## config.mk

```make
export PLATFORM = sky130hd
export DESIGN_NAME = mmd_memory_map_decoder
export DESIGN_NICKNAME = d
export VERILOG_FILES = /design/src/rtl/mmd_pkg.sv /design/src/rtl/mmd_memory_map_decoder.sv /design/src/rtl/mmd_display_clock.sv
export SDC_FILE = /design/constraint.sdc
export NUM_CORES = 1
export LEC_CHECK = 0
export ABC_CLOCK_PERIOD_IN_PS = 2900
export BUFFER_PORTS_ARGS = -buffer_cell sky130_fd_sc_hd__buf_2
export CAP_MARGIN = 20
export CORE_MARGIN = 4
export CORE_UTILIZATION = 35
export CTS_BUF_LIST = sky130_fd_sc_hd__clkbuf_4 sky130_fd_sc_hd__clkbuf_8
export DETAILED_ROUTE_END_ITERATION = 10
export GPL_ROUTABILITY_DRIVEN = 0
export GPL_TIMING_DRIVEN = 0
export HOLD_SLACK_MARGIN = 0.03
export RECOVER_POWER = 50
export SLEW_MARGIN = 5
export SYNTH_ARGS = -nofsm -noshare
export SYNTH_HDL_FRONTEND = slang
export SYNTH_HIERARCHICAL = 1
export SYNTH_SLANG_ARGS = --single-unit
```

## constraint.sdc

```tcl
create_clock -name clk -period 2.9 [get_ports clk]
set_input_delay 0.58 -clock clk [delete_from_list [all_inputs] [get_ports clk]]
set_output_delay 0.58 -clock clk [all_outputs]
set_load 0.03 [all_outputs]
```

## src/rtl/mmd_pkg.sv

```systemverilog
// Purpose: Shared constants and types for the main board memory map decoder.
// Assumes: 24-bit byte addresses from the host, 16-bit data bus, 25 MHz clock.
// Notes:   Peripheral registers are eight bits wide and sit on the upper byte lane.
package mmd_pkg;

    // ------------------------------------------------------------------
    // Widths
    // ------------------------------------------------------------------
    localparam int ADDR_W = 24;
    localparam int DATA_W = 16;
    localparam int REG_W  = 8;

    // ------------------------------------------------------------------
    // Address ranges, inclusive bounds
    // ------------------------------------------------------------------
    localparam logic [23:0] LOW_MEM_LO   = 24'h000000;
    localparam logic [23:0] LOW_MEM_HI   = 24'h03FFFF;
    localparam logic [23:0] HIGH_MEM_LO  = 24'h100000;
    localparam logic [23:0] HIGH_MEM_HI  = 24'h13FFFF;
    localparam logic [23:0] CFG_PORT_LO  = 24'h300000;
    localparam logic [23:0] CFG_PORT_HI  = 24'h30007F;
    localparam logic [23:0] CLOCK_LO     = 24'h300080;
    localparam logic [23:0] CLOCK_HI     = 24'h3000FF;
    localparam logic [23:0] OPTION_LO    = 24'h300100;
    localparam logic [23:0] OPTION_HI    = 24'h30017F;
    localparam logic [23:0] CARD_LO      = 24'h310000;
    localparam logic [23:0] CARD_HI      = 24'h311FFF;
    localparam logic [23:0] IO_REGION_LO = 24'h300000;
    localparam logic [23:0] IO_REGION_HI = 24'h30FFFF;

    // ------------------------------------------------------------------
    // Register windows, eight bytes each, in the run-time map
    // ------------------------------------------------------------------
    localparam logic [23:0] CONTROL_STATUS_ADDR  = 24'h300000;
    localparam logic [23:0] ALARM_OUTPUTS_ADDR   = 24'h300008;
    localparam logic [23:0] DIGITAL_OUTPUTS_ADDR = 24'h300010;
    localparam logic [23:0] DIGITAL_INPUTS_ADDR  = 24'h300018;
    localparam logic [23:0] KEYPAD_INPUT_ADDR    = 24'h300020;
    localparam int          WINDOW_LSB           = 3;

    // ------------------------------------------------------------------
    // Control/status fields and reset values
    // ------------------------------------------------------------------
    localparam int CTL_RUN_MAP_BIT    = 0;
    localparam int CTL_KEYPAD_EN_BIT  = 1;
    localparam int STS_POWER_OK_BIT   = 6;
    localparam int STS_DISP_RESET_BIT = 7;
    localparam logic [7:0] CTL_WRITE_MASK  = 8'h03;
    localparam logic [7:0] CTL_RESET       = 8'h00;
    localparam logic [7:0] ALARM_MASK      = 8'h0F;
    localparam logic [7:0] ALARM_RESET     = 8'h00;
    localparam logic [7:0] DIG_OUT_RESET   = 8'h00;
    localparam logic [7:0] REG_ZERO        = 8'h00;

    // ------------------------------------------------------------------
    // Timing
    // ------------------------------------------------------------------
    localparam int          CLK_HZ        = 25_000_000;
    localparam int          DISP_CLK_HZ   = 1_024_000;
    localparam logic [1:0]  IO_WAIT_STATES = 2'h2;
    localparam logic [15:0] DISP_ACC_MOD  = 16'(CLK_HZ / 1000);
    localparam logic [15:0] DISP_ACC_STEP = 16'(DISP_CLK_HZ / 1000);
    // Display clock is high for the last third of each period
    localparam logic [15:0] DISP_HIGH_AT  = 16'((2 * (CLK_HZ / 1000)) / 3);

    // ------------------------------------------------------------------
    // Types
    // ------------------------------------------------------------------
    typedef enum logic [1:0] {
        ACC_IDLE = 2'b00,
        ACC_WAIT = 2'b01,
        ACC_DONE = 2'b10
    } mmd_acc_state_type;

    typedef struct packed {
        logic [23:0] addr;
        logic        readNotWrite;
        logic        upperStrobeN;
        logic        lowerStrobeN;
        logic        addrStrobeN;
    } mmd_bus_req_type;

    typedef struct packed {
        logic flashSelN;
        logic sramSelN;
        logic cfgSelN;
        logic clockSelN;
        logic optionSelN;
        logic cardSelN;
    } mmd_selects_type;

endpackage : mmd_pkg

```

## src/rtl/mmd_memory_map_decoder.sv

```systemverilog
// Purpose: Address decode, chip selects, byte strobes and board control pins.
// Assumes: Host bus signals are synchronous to clk; board pins are not.
// Notes:   Peripheral registers sit on the upper byte lane, lower lane reads zero.
`timescale 1ns/1ps

module mmd_memory_map_decoder (
    input  wire logic                   clk,
    input  wire logic                   resetn,
    input  wire logic                   ce,
    input  wire mmd_pkg::mmd_bus_req_type busReq,
    input  wire logic [15:0]            busDataIn,
    output logic [15:0]                 busDataOut,
    output logic                        busDataOutEn,
    output logic                        busReadyN,
    output mmd_pkg::mmd_selects_type    selects,
    output logic                        readHighByteN,
    output logic                        writeHighByteN,
    output logic                        readLowByteN,
    output logic                        writeLowByteN,
    input  wire logic                   powerFailN,
    input  wire logic                   progSupplyReq,
    output logic                        prog_supply_enable,
    input  wire logic                   clockIrqInN,
    output logic                        clockIrqOutN,
    input  wire logic                   serialTxIn,
    output logic                        serialTxOut,
    output logic                        display_clock,
    input  wire logic                   displayResetReqN,
    output logic                        display_reset_n,
    input  wire logic [7:0]             digitalInPins,
    input  wire logic [7:0]             keypadCode,
    output logic [7:0]                  digitalOutPins,
    output logic [3:0]                  alarmOutPins,
    output logic                        keypadScanEnable,
    output logic                        runMapActive
);

    // ------------------------------------------------------------------
    // Pin synchronisers
    // ------------------------------------------------------------------
    // Bit layout of the synchronised pin vector
    localparam int PIN_PWR  = 0;
    localparam int PIN_PROG = 1;
    localparam int PIN_IRQ  = 2;
    localparam int PIN_TX   = 3;
    localparam int PIN_DISPLAY_RESET_N = 4;
    localparam int PIN_DI   = 5;
    localparam int PIN_KP   = 13;
    localparam int NPINS    = 21;
    localparam logic [NPINS-1:0] PIN_IDLE = 21'h00001C;

    logic [NPINS-1:0] pinRaw;
    logic [NPINS-1:0] pinSyncA_r;
    logic [NPINS-1:0] pinSyncB_r;
    logic [NPINS-1:0] pinSyncC_r;
    logic [NPINS-1:0] pinStable_r;

    assign pinRaw = {keypadCode, digitalInPins, displayResetReqN,
                     serialTxIn, clockIrqInN, progSupplyReq, powerFailN};

    always_ff @(posedge clk or negedge resetn) begin
        if (!resetn) begin
            pinSyncA_r <= PIN_IDLE;
            pinSyncB_r <= PIN_IDLE;
            pinSyncC_r <= PIN_IDLE;
        end else if (ce) begin
            pinSyncA_r <= pinRaw;
            pinSyncB_r <= pinSyncA_r;
            pinSyncC_r <= pinSyncB_r;
        end
    end

    // A change counts once the second and third stages agree
    genvar gi;
    generate
        for (gi = 0; gi < NPINS; gi++) begin : gPinFilter
            always_ff @(posedge clk or negedge resetn) begin
                if (!resetn) begin
                    pinStable_r[gi] <= PIN_IDLE[gi];
                end else if (ce && (pinSyncB_r[gi] == pinSyncC_r[gi])) begin
                    pinStable_r[gi] <= pinSyncC_r[gi];
                end
            end
        end
    endgenerate

    logic       powerOk;
    logic [7:0] digitalInSync;
    logic [7:0] keypadSync;

    assign powerOk       = pinStable_r[PIN_PWR];
    assign digitalInSync = pinStable_r[PIN_DI +: 8];
    assign keypadSync    = pinStable_r[PIN_KP +: 8];

    // ------------------------------------------------------------------
    // Control registers
    // ------------------------------------------------------------------
    logic [7:0] control_r;
    logic [7:0] control_nxt;
    logic [7:0] alarm_r;
    logic [7:0] alarm_nxt;
    logic [7:0] digOut_r;
    logic [7:0] digOut_nxt;
    logic       runMap;

    assign runMap = control_r[mmd_pkg::CTL_RUN_MAP_BIT];

    // ------------------------------------------------------------------
    // Address decode
    // ------------------------------------------------------------------
    logic [23:0] addr;
    logic        accessOn;
    logic        inLowMem;
    logic        inHighMem;
    logic        inCfgRange;
    logic        inClock;
    logic        inOption;
    logic        inCard;
    logic        inIoRegion;
    logic        hitFlash;
    logic        hitSram;
    logic        hitCfg;
    logic [23:0] windowBase;
    logic        ctlAddr;
    logic        winControl;
    logic        winAlarm;
    logic        winDigOut;
    logic        winDigIn;
    logic        winKeypad;
    logic        anyWindow;

    assign addr       = busReq.addr;
    assign accessOn   = !busReq.addrStrobeN;
    assign inLowMem   = (addr >= mmd_pkg::LOW_MEM_LO) && (addr <= mmd_pkg::LOW_MEM_HI);
    assign inHighMem  = (addr >= mmd_pkg::HIGH_MEM_LO) && (addr <= mmd_pkg::HIGH_MEM_HI);
    assign inCfgRange = (addr >= mmd_pkg::CFG_PORT_LO) && (addr <= mmd_pkg::CFG_PORT_HI);
    assign inClock    = (addr >= mmd_pkg::CLOCK_LO) && (addr <= mmd_pkg::CLOCK_HI);
    assign inOption   = (addr >= mmd_pkg::OPTION_LO) && (addr <= mmd_pkg::OPTION_HI);
    assign inCard     = (addr >= mmd_pkg::CARD_LO) && (addr <= mmd_pkg::CARD_HI);
    assign inIoRegion = (addr >= mmd_pkg::IO_REGION_LO) && (addr <= mmd_pkg::IO_REGION_HI);

    // Flash low and SRAM high while booting, swapped once the run map is on
    assign hitFlash = runMap ? inHighMem : inLowMem;
    assign hitSram  = runMap ? inLowMem : inHighMem;
    assign hitCfg   = !runMap && inCfgRange;

    // Eight-byte windows exist only in the run map; control writes decode in both maps
    assign windowBase = {addr[23:mmd_pkg::WINDOW_LSB], 3'h0};
    assign ctlAddr    = (windowBase == mmd_pkg::CONTROL_STATUS_ADDR);
    assign winControl = runMap && ctlAddr;
    assign winAlarm   = runMap && (windowBase == mmd_pkg::ALARM_OUTPUTS_ADDR);
    assign winDigOut  = runMap && (windowBase == mmd_pkg::DIGITAL_OUTPUTS_ADDR);
    assign winDigIn   = runMap && (windowBase == mmd_pkg::DIGITAL_INPUTS_ADDR);
    assign winKeypad  = runMap && (windowBase == mmd_pkg::KEYPAD_INPUT_ADDR);
    assign anyWindow  = winControl || winAlarm || winDigOut || winDigIn || winKeypad;

    // ------------------------------------------------------------------
    // Chip selects and byte strobes
    // ------------------------------------------------------------------
    logic upperRead;
    logic upperWrite;
    logic lowerRead;
    logic lowerWrite;

    assign upperRead  = accessOn && busReq.readNotWrite && !busReq.upperStrobeN;
    assign upperWrite = accessOn && !busReq.readNotWrite && !busReq.upperStrobeN;
    assign lowerRead  = accessOn && busReq.readNotWrite && !busReq.lowerStrobeN;
    assign lowerWrite = accessOn && !busReq.readNotWrite && !busReq.lowerStrobeN;

    assign readHighByteN  = !upperRead;
    assign writeHighByteN = !upperWrite;
    assign readLowByteN   = !lowerRead;
    assign writeLowByteN  = !lowerWrite;

    // Unlisted addresses leave every select high
    assign selects.flashSelN  = !(accessOn && hitFlash);
    assign selects.sramSelN   = !(accessOn && hitSram && powerOk);
    assign selects.cfgSelN    = !(accessOn && hitCfg);
    assign selects.clockSelN  = !(accessOn && inClock && powerOk);
    assign selects.optionSelN = !(accessOn && inOption);
    assign selects.cardSelN   = !(accessOn && inCard);

    // ------------------------------------------------------------------
    // Access sequencer and wait states
    // ------------------------------------------------------------------
    mmd_pkg::mmd_acc_state_type accState_r;
    mmd_pkg::mmd_acc_state_type accState_nxt;
    logic [1:0] waitCnt_r;
    logic [1:0] waitCnt_nxt;
    logic       memAccess;
    logic       regStrobe;

    assign memAccess = hitFlash || hitSram;

    always_comb begin
        accState_nxt = accState_r;
        waitCnt_nxt  = waitCnt_r;
        regStrobe    = 1'b0;
        case (accState_r)
            mmd_pkg::ACC_IDLE: begin
                // The cycle that first sees the strobe is the first wait state
                waitCnt_nxt = 2'h1;
                if (accessOn && inIoRegion) begin
                    accState_nxt = mmd_pkg::ACC_WAIT;
                end
            end
            mmd_pkg::ACC_WAIT: begin
                if (!accessOn) begin
                    accState_nxt = mmd_pkg::ACC_IDLE;
                end else if (waitCnt_r == mmd_pkg::IO_WAIT_STATES - 2'h1) begin
                    accState_nxt = mmd_pkg::ACC_DONE;
                    regStrobe    = 1'b1;
                end else begin
                    waitCnt_nxt = waitCnt_r + 2'h1;
                end
            end
            mmd_pkg::ACC_DONE: begin
                if (!accessOn) begin
                    accState_nxt = mmd_pkg::ACC_IDLE;
                end
            end
            default: begin
                accState_nxt = mmd_pkg::ACC_IDLE;
            end
        endcase
    end

    always_ff @(posedge clk or negedge resetn) begin
        if (!resetn) begin
            accState_r <= mmd_pkg::ACC_IDLE;
            waitCnt_r  <= 2'h0;
        end else if (ce) begin
            accState_r <= accState_nxt;
            waitCnt_r  <= waitCnt_nxt;
        end
    end

    // Memory answers at once, I/O after the wait states
    assign busReadyN = !(accessOn && (memAccess ||
                        (accState_r == mmd_pkg::ACC_DONE)));

    // ------------------------------------------------------------------
    // Register writes on the upper byte lane
    // ------------------------------------------------------------------
    logic       regWrite;
    logic [7:0] wrByte;

    assign regWrite = regStrobe && upperWrite;
    assign wrByte   = busDataIn[15:8];

    // Only writable windows take data; input windows are left alone
    // Remap writes land in both maps so boot code can leave the boot map;
    // configuration bytes must therefore avoid the first eight port bytes
    assign control_nxt = (regWrite && ctlAddr) ?
                         (wrByte & mmd_pkg::CTL_WRITE_MASK) : control_r;
    assign alarm_nxt   = (regWrite && winAlarm) ?
                         (wrByte & mmd_pkg::ALARM_MASK) : alarm_r;
    assign digOut_nxt  = (regWrite && winDigOut) ? wrByte : digOut_r;

    // The remap bit at the control window is the only map state
    always_ff @(posedge clk or negedge resetn) begin
        if (!resetn) begin
            control_r <= mmd_pkg::CTL_RESET;
            alarm_r   <= mmd_pkg::ALARM_RESET;
            digOut_r  <= mmd_pkg::DIG_OUT_RESET;
        end else if (ce) begin
            control_r <= control_nxt;
            alarm_r   <= alarm_nxt;
            digOut_r  <= digOut_nxt;
        end
    end

    // ------------------------------------------------------------------
    // Register reads
    // ------------------------------------------------------------------
    logic [7:0] statusByte;
    logic [7:0] rdByte;
    logic       regRead;

    assign statusByte = control_r |
                        (8'(powerOk) << mmd_pkg::STS_POWER_OK_BIT) |
                        (8'(!display_reset_n) << mmd_pkg::STS_DISP_RESET_BIT);
    assign rdByte = winControl ? statusByte :
                    winAlarm   ? alarm_r :
                    winDigOut  ? digOut_r :
                    winDigIn   ? digitalInSync :
                    winKeypad  ? keypadSync : mmd_pkg::REG_ZERO;
    assign regRead = accessOn && busReq.readNotWrite && anyWindow;

    always_ff @(posedge clk or negedge resetn) begin
        if (!resetn) begin
            busDataOut   <= 16'h0000;
            busDataOutEn <= 1'b0;
        end else if (ce) begin
            busDataOut   <= {rdByte, mmd_pkg::REG_ZERO};
            busDataOutEn <= regRead;
        end
    end

    // ------------------------------------------------------------------
    // Board control pins
    // ------------------------------------------------------------------
    always_ff @(posedge clk or negedge resetn) begin
        if (!resetn) begin
            prog_supply_enable <= 1'b0;
            clockIrqOutN       <= 1'b1;
            serialTxOut        <= 1'b1;
            display_reset_n    <= 1'b0;
        end else if (ce) begin
            prog_supply_enable <= pinStable_r[PIN_PROG];
            clockIrqOutN       <= pinStable_r[PIN_IRQ];
            serialTxOut        <= pinStable_r[PIN_TX];
            display_reset_n    <= pinStable_r[PIN_DISPLAY_RESET_N];
        end
    end

    assign digitalOutPins   = digOut_r;
    assign alarmOutPins     = alarm_r[3:0];
    assign keypadScanEnable = control_r[mmd_pkg::CTL_KEYPAD_EN_BIT];
    assign runMapActive     = runMap;

    // ------------------------------------------------------------------
    // Display clock
    // ------------------------------------------------------------------
    mmd_display_clock uDisplayClock (
        .clk          (clk),
        .resetn       (resetn),
        .ce           (ce),
        .displayClock (display_clock)
    );

endmodule : mmd_memory_map_decoder

```

## src/rtl/mmd_display_clock.sv

```systemverilog
// Purpose: Fractional divider making the display clock from the system clock.
// Assumes: Clock rate far above the display clock rate.
// Notes:   Phase accumulator; period jitters by one system clock cycle.
`timescale 1ns/1ps
module mmd_display_clock (
    input  wire logic clk,
    input  wire logic resetn,
    input  wire logic ce,
    output logic      displayClock
);

    // ------------------------------------------------------------------
    // Phase accumulator
    // ------------------------------------------------------------------
    logic [15:0] phase_r;
    logic [15:0] phase_nxt;
    logic [15:0] phaseSum;
    logic        clkHigh;

    assign phaseSum  = phase_r + mmd_pkg::DISP_ACC_STEP;
    assign phase_nxt = (phaseSum >= mmd_pkg::DISP_ACC_MOD) ?
                       phaseSum - mmd_pkg::DISP_ACC_MOD : phaseSum;
    // Low for two thirds, high for one third
    assign clkHigh   = (phase_nxt >= mmd_pkg::DISP_HIGH_AT);

    always_ff @(posedge clk or negedge resetn) begin
        if (!resetn) begin
            phase_r      <= 16'h0000;
            displayClock <= 1'b0;
        end else if (ce) begin
            phase_r      <= phase_nxt;
            displayClock <= clkHigh;
        end
    end

endmodule : mmd_display_clock

```

==> qor.txt, run 1 <==
Sequential fraction of the synthesis area - 50.82%
Vias in the first global route - 4,960
Final #Nets - 795
Yosys warns - 6
Number of synthesized register bits - 129
Via Count - 4,937
Ports - 115
Std-Cell Core Area - 17,960 µm²
Top cell type's share of synthesized area - 45.06%
Share of cells above drive strength 1 - 30.88%
Top cells by area, synth - dfrtp_1, mux2_2, o21ai_0
Detailed Route WL - 15,670 µm
Die Y - 143.1 µm
Worst slew pin tran - 1552 ps
Register Area - 3246 µm²
Synth area leader - dfrtp_1
R2R depth - 5
Clock Latency Late Sink - 450 ps
Initial drt markers - 351
Final setup vio count - 0
Area Growth Syn to Fin - 19.61%
DRC Markers - 0
Violated checks - capacitance limit, slew limit
Post-CTS setup buffer count - 0
CTS tree - built
CTS root buffer - clkbuf_8
Final Hold Viols - 0
Placed cell area - 7203 µm²
Final Slew Violations - 62
CP endpoint kind - output port
Gr ovfl total - 0
Final period utilization - 96.20%
Per-cell routed wire length - 16.26 µm
Post-detail-place hpwl - 11,300 µm
Max IR drop VDD - 571.0 µV
Worst hold path class - input port to register
First drt pass iteration count - 6
Largest net degree at the start of global routing - 70
Die area - 20,470 µm²
Worst-path maximum fanout - 6
Arrival time at the worst endpoint - 2210 ps
Post-synth EDFFs - 0
H-tree depth - 4
Initial Util - 35.55%
Asr flop ratio synth - 100.0%
Final min period - 2790 ps
Main synth FF type - dfrtp_1
Hold path cells - 2
Worst EP required - 2320 ps
Initial antenna violation count - 0
Power per cell area - 794.1 nW/µm²
Vias per inst - 5.121
Antenna viol nets, final - 0
Port-buffer cells - 94
RSZ-0062 raised after global routing - false
Max-cap violations - 1
Leak - 3.283 nW
Status - finished, violations left
Die width - 143.1 µm
Mapped Area - 6386 µm²
TritonCTS Buffers - 17
Fmax - 358.4 MHz
Fill count - 1,735
Hold Slack - 359.7 ps
Fin area - 7639 µm²
Post-synthesis average cell area - 10.63 µm²
Clock slew seen by the registers of the worst setup and hold paths - 80 ps
Gr usage total - 15.86%
Startpoint Class - input port
Skew final - 13.06 ps
Worst Setup Path Type - input port to output port
Tot Pwr - 6.066 mW
Clock sink count - 129
Global-route wire length before repair - 25,510 µm
Antenna cell count - 0
Area used by multi-input combinational logic - 2823 µm²
Most frequent cells in the layout - dfrtp_1, buf_2, o21ai_0, mux2_2, nand2_1
Commonest non-fill, non-tap cell in the layout - dfrtp_1
Slew HR - -3.491%
Hold Buf Count CTS - 0
Clk buf depth - 2
Post-synthesis cell type count - 71
# rows - 49
Syn Inst Count - 601
## worst max-delay path, stage by stage
cell and delay (ps):
buf_2 100, or4_1 510, buf_2 180, nor4_4 440, nand4_1 180, buf_2 210
## registers in the layout (all words and copies together), names as in the netlist, 8 cells and up, named ones only
register / cells
pinSyncA_r: 21
pinSyncB_r: 21
pinSyncC_r: 21
uDisplayClock/phase_r: 12
busDataOut: 8
digitalInSync: 8
digitalOutPins: 8
keypadSync: 8
## what timing repair did
item	CTS	global route
hold endpoints to repair	0	0
gates resized for setup	2	0
setup endpoints to repair	2	0
## metrics by stage
step                      TNS [ps]  std cells  util (%)  setup WS [ps]
final                            0        964     42.52          110.2
after floorplan                  0        608         -          82.15
after detailed placement     -1824        932     40.10         -350.1
after global placement      -64800        931     39.91         -558.8
after CTS                        0        964     42.78          122.1
after global routing             0        964     42.52          38.09
## kinds of logic after synthesis
group / share of synthesized area, %
AO/OA/AOI/OAI: 14.89
XOR/XNOR: 2.469
adder cells (fa/ha/maj): 0.9796
buffers and inverters: 5.623
flip-flops: 50.82
multiplexers: 11.27
other: 0.05872
AND/OR/NAND/NOR: 13.89
## Yosys cell counts (all sizes together), types with 4 or more instances
cell	instances
mux2	63
or3	4
nand4	4
nor3	8
nor2b	6
nor4	8
or4	7
nand2	43
nand2b	13
a21oi	29
xnor2	13
nor4b	5
a31oi	6
inv	38
buf	21
dfstp	14
dfrtp	115
nor2	22
or3b	5
ha	5
nor3b	5
clkbuf	21
nand3b	5
nand3	8
o21ai	81
a2111oi	4
## final cells by class
cell class | instances | area share (%)
buffer | 42 | 2.834
clock inverter | 14 | 2.948
clock buffer | 18 | 3.161
tap | 229 | 3.751
sequential | 129 | 42.49
multi-input combinational | 399 | 36.95
inverter | 38 | 1.867
timing repair buffer | 95 | 5.995
## where the power goes
part           switching [mW]  internal [mW]  leakage (nW)
clock network           0.775           1.05         0.236
logic                   0.997          0.750          1.50
registers               0.294           2.20          1.55
## final timing paths
kind	from	end	slack, ps
max in group asynchronous	resetn	pinSyncB_r[16]$_DFFE_PN0P_	590
max reg2reg	control_r[0]$_DFFE_PN0P_	alarm_r[1]$_DFFE_PN0P_	180
max	busReq[22]	selects[2]	110
min in group asynchronous	resetn	uDisplayClock/displayClock$_DFFE_PN0P_	520
min	busDataIn[13]	digitalOutPins[5]$_DFFE_PN0P_	360
min reg2reg	pinSyncC_r[2]$_DFFE_PN1P_	pinStable_r[2]$_DFFE_PN1P_	490
## routing by layer
| layer | GRT usage, % | share of wire [%] |
|---|---|---|
| met4 | 3.752 | 0.52 |
| met2 | 25.59 | 49 |
| met5 | 0 | 0 |
| met3 | 3.751 | 5.3 |
| met1 | 21.70 | 46 |
Power figures use the tool's default switching activity.
==> inputs of run 2 (changes only) <==
--- a/config.mk
+++ b/config.mk
@@ -8,13 +8,14 @@
 export ABC_CLOCK_PERIOD_IN_PS = 2900
 export BUFFER_PORTS_ARGS = -buffer_cell sky130_fd_sc_hd__buf_2
 export CAP_MARGIN = 20
-export CORE_MARGIN = 4
-export CORE_UTILIZATION = 35
+export CORE_MARGIN = 10
+export CORE_UTILIZATION = 45
 export CTS_BUF_LIST = sky130_fd_sc_hd__clkbuf_4 sky130_fd_sc_hd__clkbuf_8
 export DETAILED_ROUTE_END_ITERATION = 10
 export GPL_ROUTABILITY_DRIVEN = 0
 export GPL_TIMING_DRIVEN = 0
 export HOLD_SLACK_MARGIN = 0.03
+export PLACE_DENSITY = 0.67
 export RECOVER_POWER = 50
 export SLEW_MARGIN = 5
 export SYNTH_ARGS = -nofsm -noshare
==> run 2 against run 1 <==
Net effect: the flow still finishes with violations (capacitance limit, slew limit); final area down 1.4%; clock skew decreased by 6.1 ps; clock-buffer cell count up 2; first-iteration DRC count rose by 20%; sequential power hardly changed; total power shrank 3.9%; critical path type unchanged; highest routed layer unchanged.
==> qor.txt, run 2 (synthesized netlist as in run 1, its figures left out) <==
H-tree depth - 4 (unchanged)
Most frequent cells in the layout - dfrtp_1, buf_2, o21ai_0, mux2_2, nand2_1
Die Y - 139.1 µm (-2.8%)
# rows - 43 (-12%)
Area Growth Syn to Fin - 17.95%
Clk buf depth - 2 (unchanged)
Commonest non-fill, non-tap cell in the layout - dfrtp_1
RSZ-0062 raised after global routing - false
Slew HR - -42.98% (-39 points)
Vias per inst - 5.543 (+8.2%)
R2R depth - 5 (unchanged)
Largest registers - pinSyncA_r x21, pinSyncB_r x21, pinSyncC_r x21
Ports - 115 (unchanged)
Gr usage total - 16.34% (+0.49 points)
CP endpoint kind - output port
Status - finished, violations left
Final #Nets - 795 (unchanged)
R2R Path Start - control_r[0]$_DFFE_PN0P_
Die area - 19,360 µm² (-5.5%)
Vias in the first global route - 5,091 (+2.6%)
Hold path cells - 2 (unchanged)
Hold Startpoint - keypadCode[4]
Arrival time at the worst endpoint - 2190 ps (-20 ps)
Initial drt markers - 422 (+20%)
Initial Util - 46.01% (+10 points)
Final Hold Viols - 0 (unchanged)
Worst EP required - 2320 ps (about the same)
Antenna viol nets, final - 0 (unchanged)
Port-buffer cells - 94 (unchanged)
Gr ovfl total - 0 (unchanged)
Hold endpoint - pinSyncA_r[17]$_DFFE_PN0P_
Initial antenna violation count - 0 (unchanged)
Final core occ - 54.26% (+12 points)
Post-detail-place hpwl - 11,580 µm (+2.5%)
Reg2reg end - alarm_r[0]$_DFFE_PN0P_
Max-cap violations - 1 (unchanged)
R2r setup slk - 190 ps (about the same)
Share of cells above drive strength 1 - 30.42% (-0.46 points)
Antenna cell count - 0 (unchanged)
Clock Latency Late Sink - 450 ps (about the same)
Worst Setup Path Type - input port to output port
Clock slew seen by the registers of the worst setup and hold paths - 70 ps (about the same)
Via Count - 5,061 (+2.5%)
Std-Cell Core Area - 13,880 µm² (-23%)
Die width - 139.1 µm (-2.8%)
First drt pass iteration count - 5 (-1)
Worst slew pin tran - 2145 ps (+592.3 ps)
Worst hold path class - input port to register
Power per cell area - 773.7 nW/µm² (-2.6%)
Skew final - 6.932 ps (-6.131 ps)
Max IR drop VDD - 528.9 µV (-7.4%)
Per-cell routed wire length - 17.38 µm (+6.9%)
Register Area - 3246 µm² (unchanged)
Final setup vio count - 0 (unchanged)
Fill count - 1,266 (-27%)
CTS tree - built
CTS root buffer - clkbuf_8
Fmax - 361.1 MHz (+0.75%)
TritonCTS Buffers - 17 (unchanged)
Area used by multi-input combinational logic - 2823 µm² (unchanged)
Leak - 3.249 nW (-1.0%)
Detailed Route WL - 15,870 µm (+1.3%)
Post-CTS setup buffer count - 0 (unchanged)
Startpoint Class - input port
Largest net degree at the start of global routing - 86 (+23%)
Final min period - 2769 ps (-20.82 ps)
Clock sink count - 129 (unchanged)
Violated checks - capacitance limit, slew limit
Global-route wire length before repair - 26,090 µm (+2.3%)
Worst-path maximum fanout - 6 (unchanged)
Setup tns final - 0 ps (unchanged)
Final Slew Violations - 45 (-27%)
Final period utilization - 95.48% (-0.72 points)
DRC Markers - 0 (unchanged)
==> run 2: cell types whose count changed in the layout (fill, tap and decap cells not counted), sizes merged <==
cell / previous run / this run
clkinv: 4 / 3
clkinvlp: 0 / 3
inv: 43 / 39
dlygate4sd2: 0 / 1
bufinv: 5 / 3
clkbuf: 58 / 59
==> run 2: power breakdown <==
part | leakage (nW) | switching, mW | internal (mW) | total, mW
clock network | 0.198 | 0.694 | 0.879 | 1.57
registers | 1.55 | 0.296 | 2.20 | 2.50
logic | 1.50 | 1.00 | 0.753 | 1.76
==> run 2: layout make-up <==
cell class | count | area share (%)
buffer | 42 | 2.874
clock inverter | 10 | 1.811
multi-input combinational | 399 | 37.48
sequential | 129 | 43.09
timing repair buffer | 95 | 6.379
clock buffer | 20 | 3.488
tap | 180 | 2.990
inverter | 38 | 1.894
==> run 2: worst max-delay path, stage by stage <==
cell and delay (ps):
buf_2 100, or4_1 500, buf_2 180, nor4_4 470
nand4b_1 150, buf_2 210
==> run 2: stage by stage <==
stage | setup WS, ps | total power [mW] | cells | cell area [µm²] | hold slack, ps
floorplan | 82.15 | 3.809 | 608 | 6412 | 284.4
global placement | -380.2 | 4.201 | 882 | 7108 | 465.4
detailed placement | -327.2 | 4.276 | 883 | 7142 | 480.0
CTS | 147.2 | 5.862 | 913 | 7556 | 58.14
global route | 69.41 | 6.203 | 913 | 7532 | 328.0
finish | 131.0 | 5.828 | 913 | 7532 | 357.9
==> run 2: metal layers <==
metal / track usage [%] / up-vias / share of wire (%)
met3: 4.966 / 20 / 5.1
met1: 20.46 / 2517 / 44
met2: 26.46 / 146 / 50
li1: - / 2378 / -
met5: 0 / - / 0
met4: 4.997 / 0 / 1.1
==> run 2: repair_timing <==
| action | 4_1_cts | 5_1_grt |
|---|---|---|
| endpoints found under the hold margin | 0 | 0 |
| setup endpoints to repair | 2 | 0 |
| hold buffers | 0 | 0 |
| gates resized for setup | 2 | 0 |
==> run 2: worst max path at each step <==
stage / slack [ps] / endpoint / from
after floorplan: 80 / selects[3] / busReq[22]
after global placement: -380 / pinSyncA_r[0]$_DFFE_PN0P_ / resetn
final: 130 / selects[3] / busReq[22]
after detailed placement: -330 / selects[2] / busReq[22]
after CTS: 150 / selects[3] / busReq[22]
after global routing: 70 / selects[2] / busReq[22]
==> inputs of run 3 (changes only) <==
--- a/config.mk
+++ b/config.mk
@@ -5,7 +5,7 @@
 export SDC_FILE = /design/constraint.sdc
 export NUM_CORES = 1
 export LEC_CHECK = 0
-export ABC_CLOCK_PERIOD_IN_PS = 2900
+export ABC_CLOCK_PERIOD_IN_PS = 2600
 export BUFFER_PORTS_ARGS = -buffer_cell sky130_fd_sc_hd__buf_2
 export CAP_MARGIN = 20
 export CORE_MARGIN = 10
==> constraint.sdc (replaced) <==
create_clock -name clk -period 2.6 [get_ports clk]
set_input_delay 0.26 -clock clk [delete_from_list [all_inputs] [get_ports clk]]
set_output_delay 0.26 -clock clk [all_outputs]
set_load 0.03 [all_outputs]
==> run 3 against run 2 <==
Net effect: the flow now finishes without violations; core utilization grew 1.4 points; hold slack worse by 310 ps; clock-buffer cell count unchanged; largest cell class unchanged; critical path depth up 2; final area rose by 2.5%; clock skew about the same; sequential cell count unchanged; first-iteration DRC count up 7.1%; register-to-register slack got worse by 50 ps; total power is 13% higher; global-route usage increased by 0.10 points.
==> qor.txt, run 3 (synthesized netlist as in run 1, its figures left out) <==
Status - complete, no violations
Detailed Route WL - 16,070 µm (+1.2%)
Arrival time at the worst endpoint - 2800 ps (+610 ps)
Finished Layout Cells - 934 (+2.3%)
Leak - 3.336 nW (+2.7%)
Worst EP required - 2930 ps (+610 ps)
CP endpoint kind - register
Worst-path cell chain - ha_1 > or3b_4 > nor4_4 > a2111oi_2 > a211oi_2 > mux2i_1 > a31oi_1 > a211o_1
Hold path cells - 2 (unchanged)
TritonCTS Buffers - 17 (unchanged)
First drt pass iteration count - 5 (unchanged)
Worst Setup Path Type - register to register
Fmax - 405.7 MHz
Vias per inst - 5.510 (-0.61%)
Initial drt markers - 452 (+7.1%)
Worst path top cell family by delay - simple AND/OR/NAND/NOR gates
Antenna viol nets, final - 0 (unchanged)
Clock Latency Late Sink - 450 ps (about the same)
Share of cells above drive strength 1 - 30.64% (+0.21 points)
Max-cap violations - 0 (-1)
Final setup vio count - 0 (unchanged)
Final Hold Viols - 0 (unchanged)
Post-detail-place hpwl - 11,580 µm (unchanged)
R2R Path Start - uDisplayClock/phase_r[11]$_DFFE_PN0P_
Initial Util - 46.01% (unchanged)
Hold endpoint - pinSyncA_r[9]$_DFFE_PN0P_
Ports - 115 (unchanged)
Initial antenna violation count - 0 (unchanged)
Most frequent cells in the layout - dfrtp_1, buf_2, o21ai_0, mux2_2, nand2_1
Std-Cell Core Area - 13,880 µm² (unchanged)
R2r setup slk - 140 ps (-50 ps)
Worst slew pin tran - 1217 ps (-927.8 ps)
Slowest CP cell - dfrtp_2
Final Slew Violations - 0 (-100%)
Clock sink count - 129 (unchanged)
Global-route wire length before repair - 26,310 µm (+0.85%)
Vias in the first global route - 5,144 (+1.0%)
Die width - 139.1 µm (unchanged)
Hold Startpoint - digitalInPins[4]
Worst-path maximum fanout - 6 (unchanged)
Antenna cell count - 0 (unchanged)
Die Y - 139.1 µm (unchanged)
R2R depth - 8 (+3)
Placed insts - 883 (unchanged)
Slew HR - 18.88% (+62 points)
Gr usage total - 16.44% (+0.10 points)
Worst path bufs/invs - 0 (-3)
Final min period - 2465 ps
Largest net degree at the start of global routing - 86 (unchanged)
DRC Markers - 0 (unchanged)
Startpoint Class - register
H-tree depth - 4 (unchanged)
Setup tns final - 0 ps (unchanged)
Power per cell area - 853.9 nW/µm² (+10%)
CTS root buffer - clkbuf_8
Largest registers - pinSyncA_r x21, pinSyncB_r x21, pinSyncC_r x21
Gr ovfl total - 0 (unchanged)
Final period utilization - 94.79%
Final #Nets - 816 (+2.6%)
Tot Pwr - 6.594 mW (+13%)
CTS tree - built
Clock slew seen by the registers of the worst setup and hold paths - 70 ps (about the same)
Max stage delay on crit path - 450 ps (-50 ps)
Via Count - 5,146 (+1.7%)
Worst hold path class - input port to register
Reg2reg end - uDisplayClock/displayClock$_DFFE_PN0P_
Skew final - 6.924 ps (-0.008250 ps)
Clk buf depth - 2 (unchanged)
# rows - 43 (unchanged)
Max IR drop VDD - 590.6 µV (+12%)
Commonest non-fill, non-tap cell in the layout - dfrtp_1
Per-cell routed wire length - 17.20 µm (-1.0%)
Port-buffer cells - 94 (unchanged)
Final core occ - 55.63% (+1.4 points)
Die area - 19,360 µm² (unchanged)
Area Growth Syn to Fin - 20.92%
==> run 3: cell types whose count changed in the layout (fill, tap and decap cells not counted), moves of 2 or more <==
cell	change
dfrtp_1	-2
buf_4	+6
dlygate4sd3_1	+16
dfrtp_2	+2
==> run 3: how the worst max path moves through the flow <==
| stage | cells after the start | to | slack (ps) | startpoint |
|---|---|---|---|---|
| floorplan | 5 | alarm_r[0]$_DFFE_PN0P_ | 30 | control_r[0]$_DFFE_PN0P_ |
| global route | 8 | uDisplayClock/displayClock$_DFFE_PN0P_ | -20 | uDisplayClock/phase_r[10]$_DFFE_PN0P_ |
| global placement | 1 | pinSyncA_r[0]$_DFFE_PN0P_ | -360 | resetn |
| finish | 8 | uDisplayClock/displayClock$_DFFE_PN0P_ | 140 | uDisplayClock/phase_r[11]$_DFFE_PN0P_ |
| CTS | 6 | alarm_r[1]$_DFFE_PN0P_ | 40 | control_r[0]$_DFFE_PN0P_ |
| detailed placement | 6 | digitalOutPins[1]$_DFFE_PN0P_ | -140 | busReq[22] |
==> run 3: cell type report <==
type	count	area [µm²]
fillers	1240	6158
flip-flops and latches	129	3248
multi-input cells	399	2814
repair buffers	117	680.7
clock buffers	20	262.8
well taps	180	225.2
plain buffers	41	212.7
inverters	38	142.6
clock inverters	10	136.4
==> run 3: where the power goes <==
part,switching [mW],internal (mW)
logic,1.14,0.914
registers,0.330,2.46
clock network,0.775,0.980
total,2.24,4.35
==> run 3: repair_timing <==
action                                  4_1_cts  5_1_grt
hold buffers                                 12        4
gates resized for setup                       1        2
endpoints found under the hold margin        55        4
endpoints found under the setup margin        5       13
cloned                                        0        0
buffers inserted                              1        5
pin swaps                                     1        3
==> run 3: per-layer routing <==
layer	share of wire (%)	GRT usage, %	up-vias
met2	50	26.63	178
met5	0	0	-
met4	1.3	4.887	0
met3	6.3	5.034	23
met1	42	20.61	2530
li1	-	-	2415
==> run 3: metrics by stage <==
| stage | setup WS (ps) | cell area [µm²] | hold slack (ps) |
|---|---|---|---|
| CTS | 39.22 | 7675 | 32.53 |
| global route | -15.96 | 7722 | 30.95 |
| detailed placement | -142.6 | 7142 | 220.6 |
| global placement | -360.2 | 7108 | 465.4 |
| finish | 135.4 | 7722 | 50.80 |
| floorplan | 33.57 | 6412 | -35.59 |
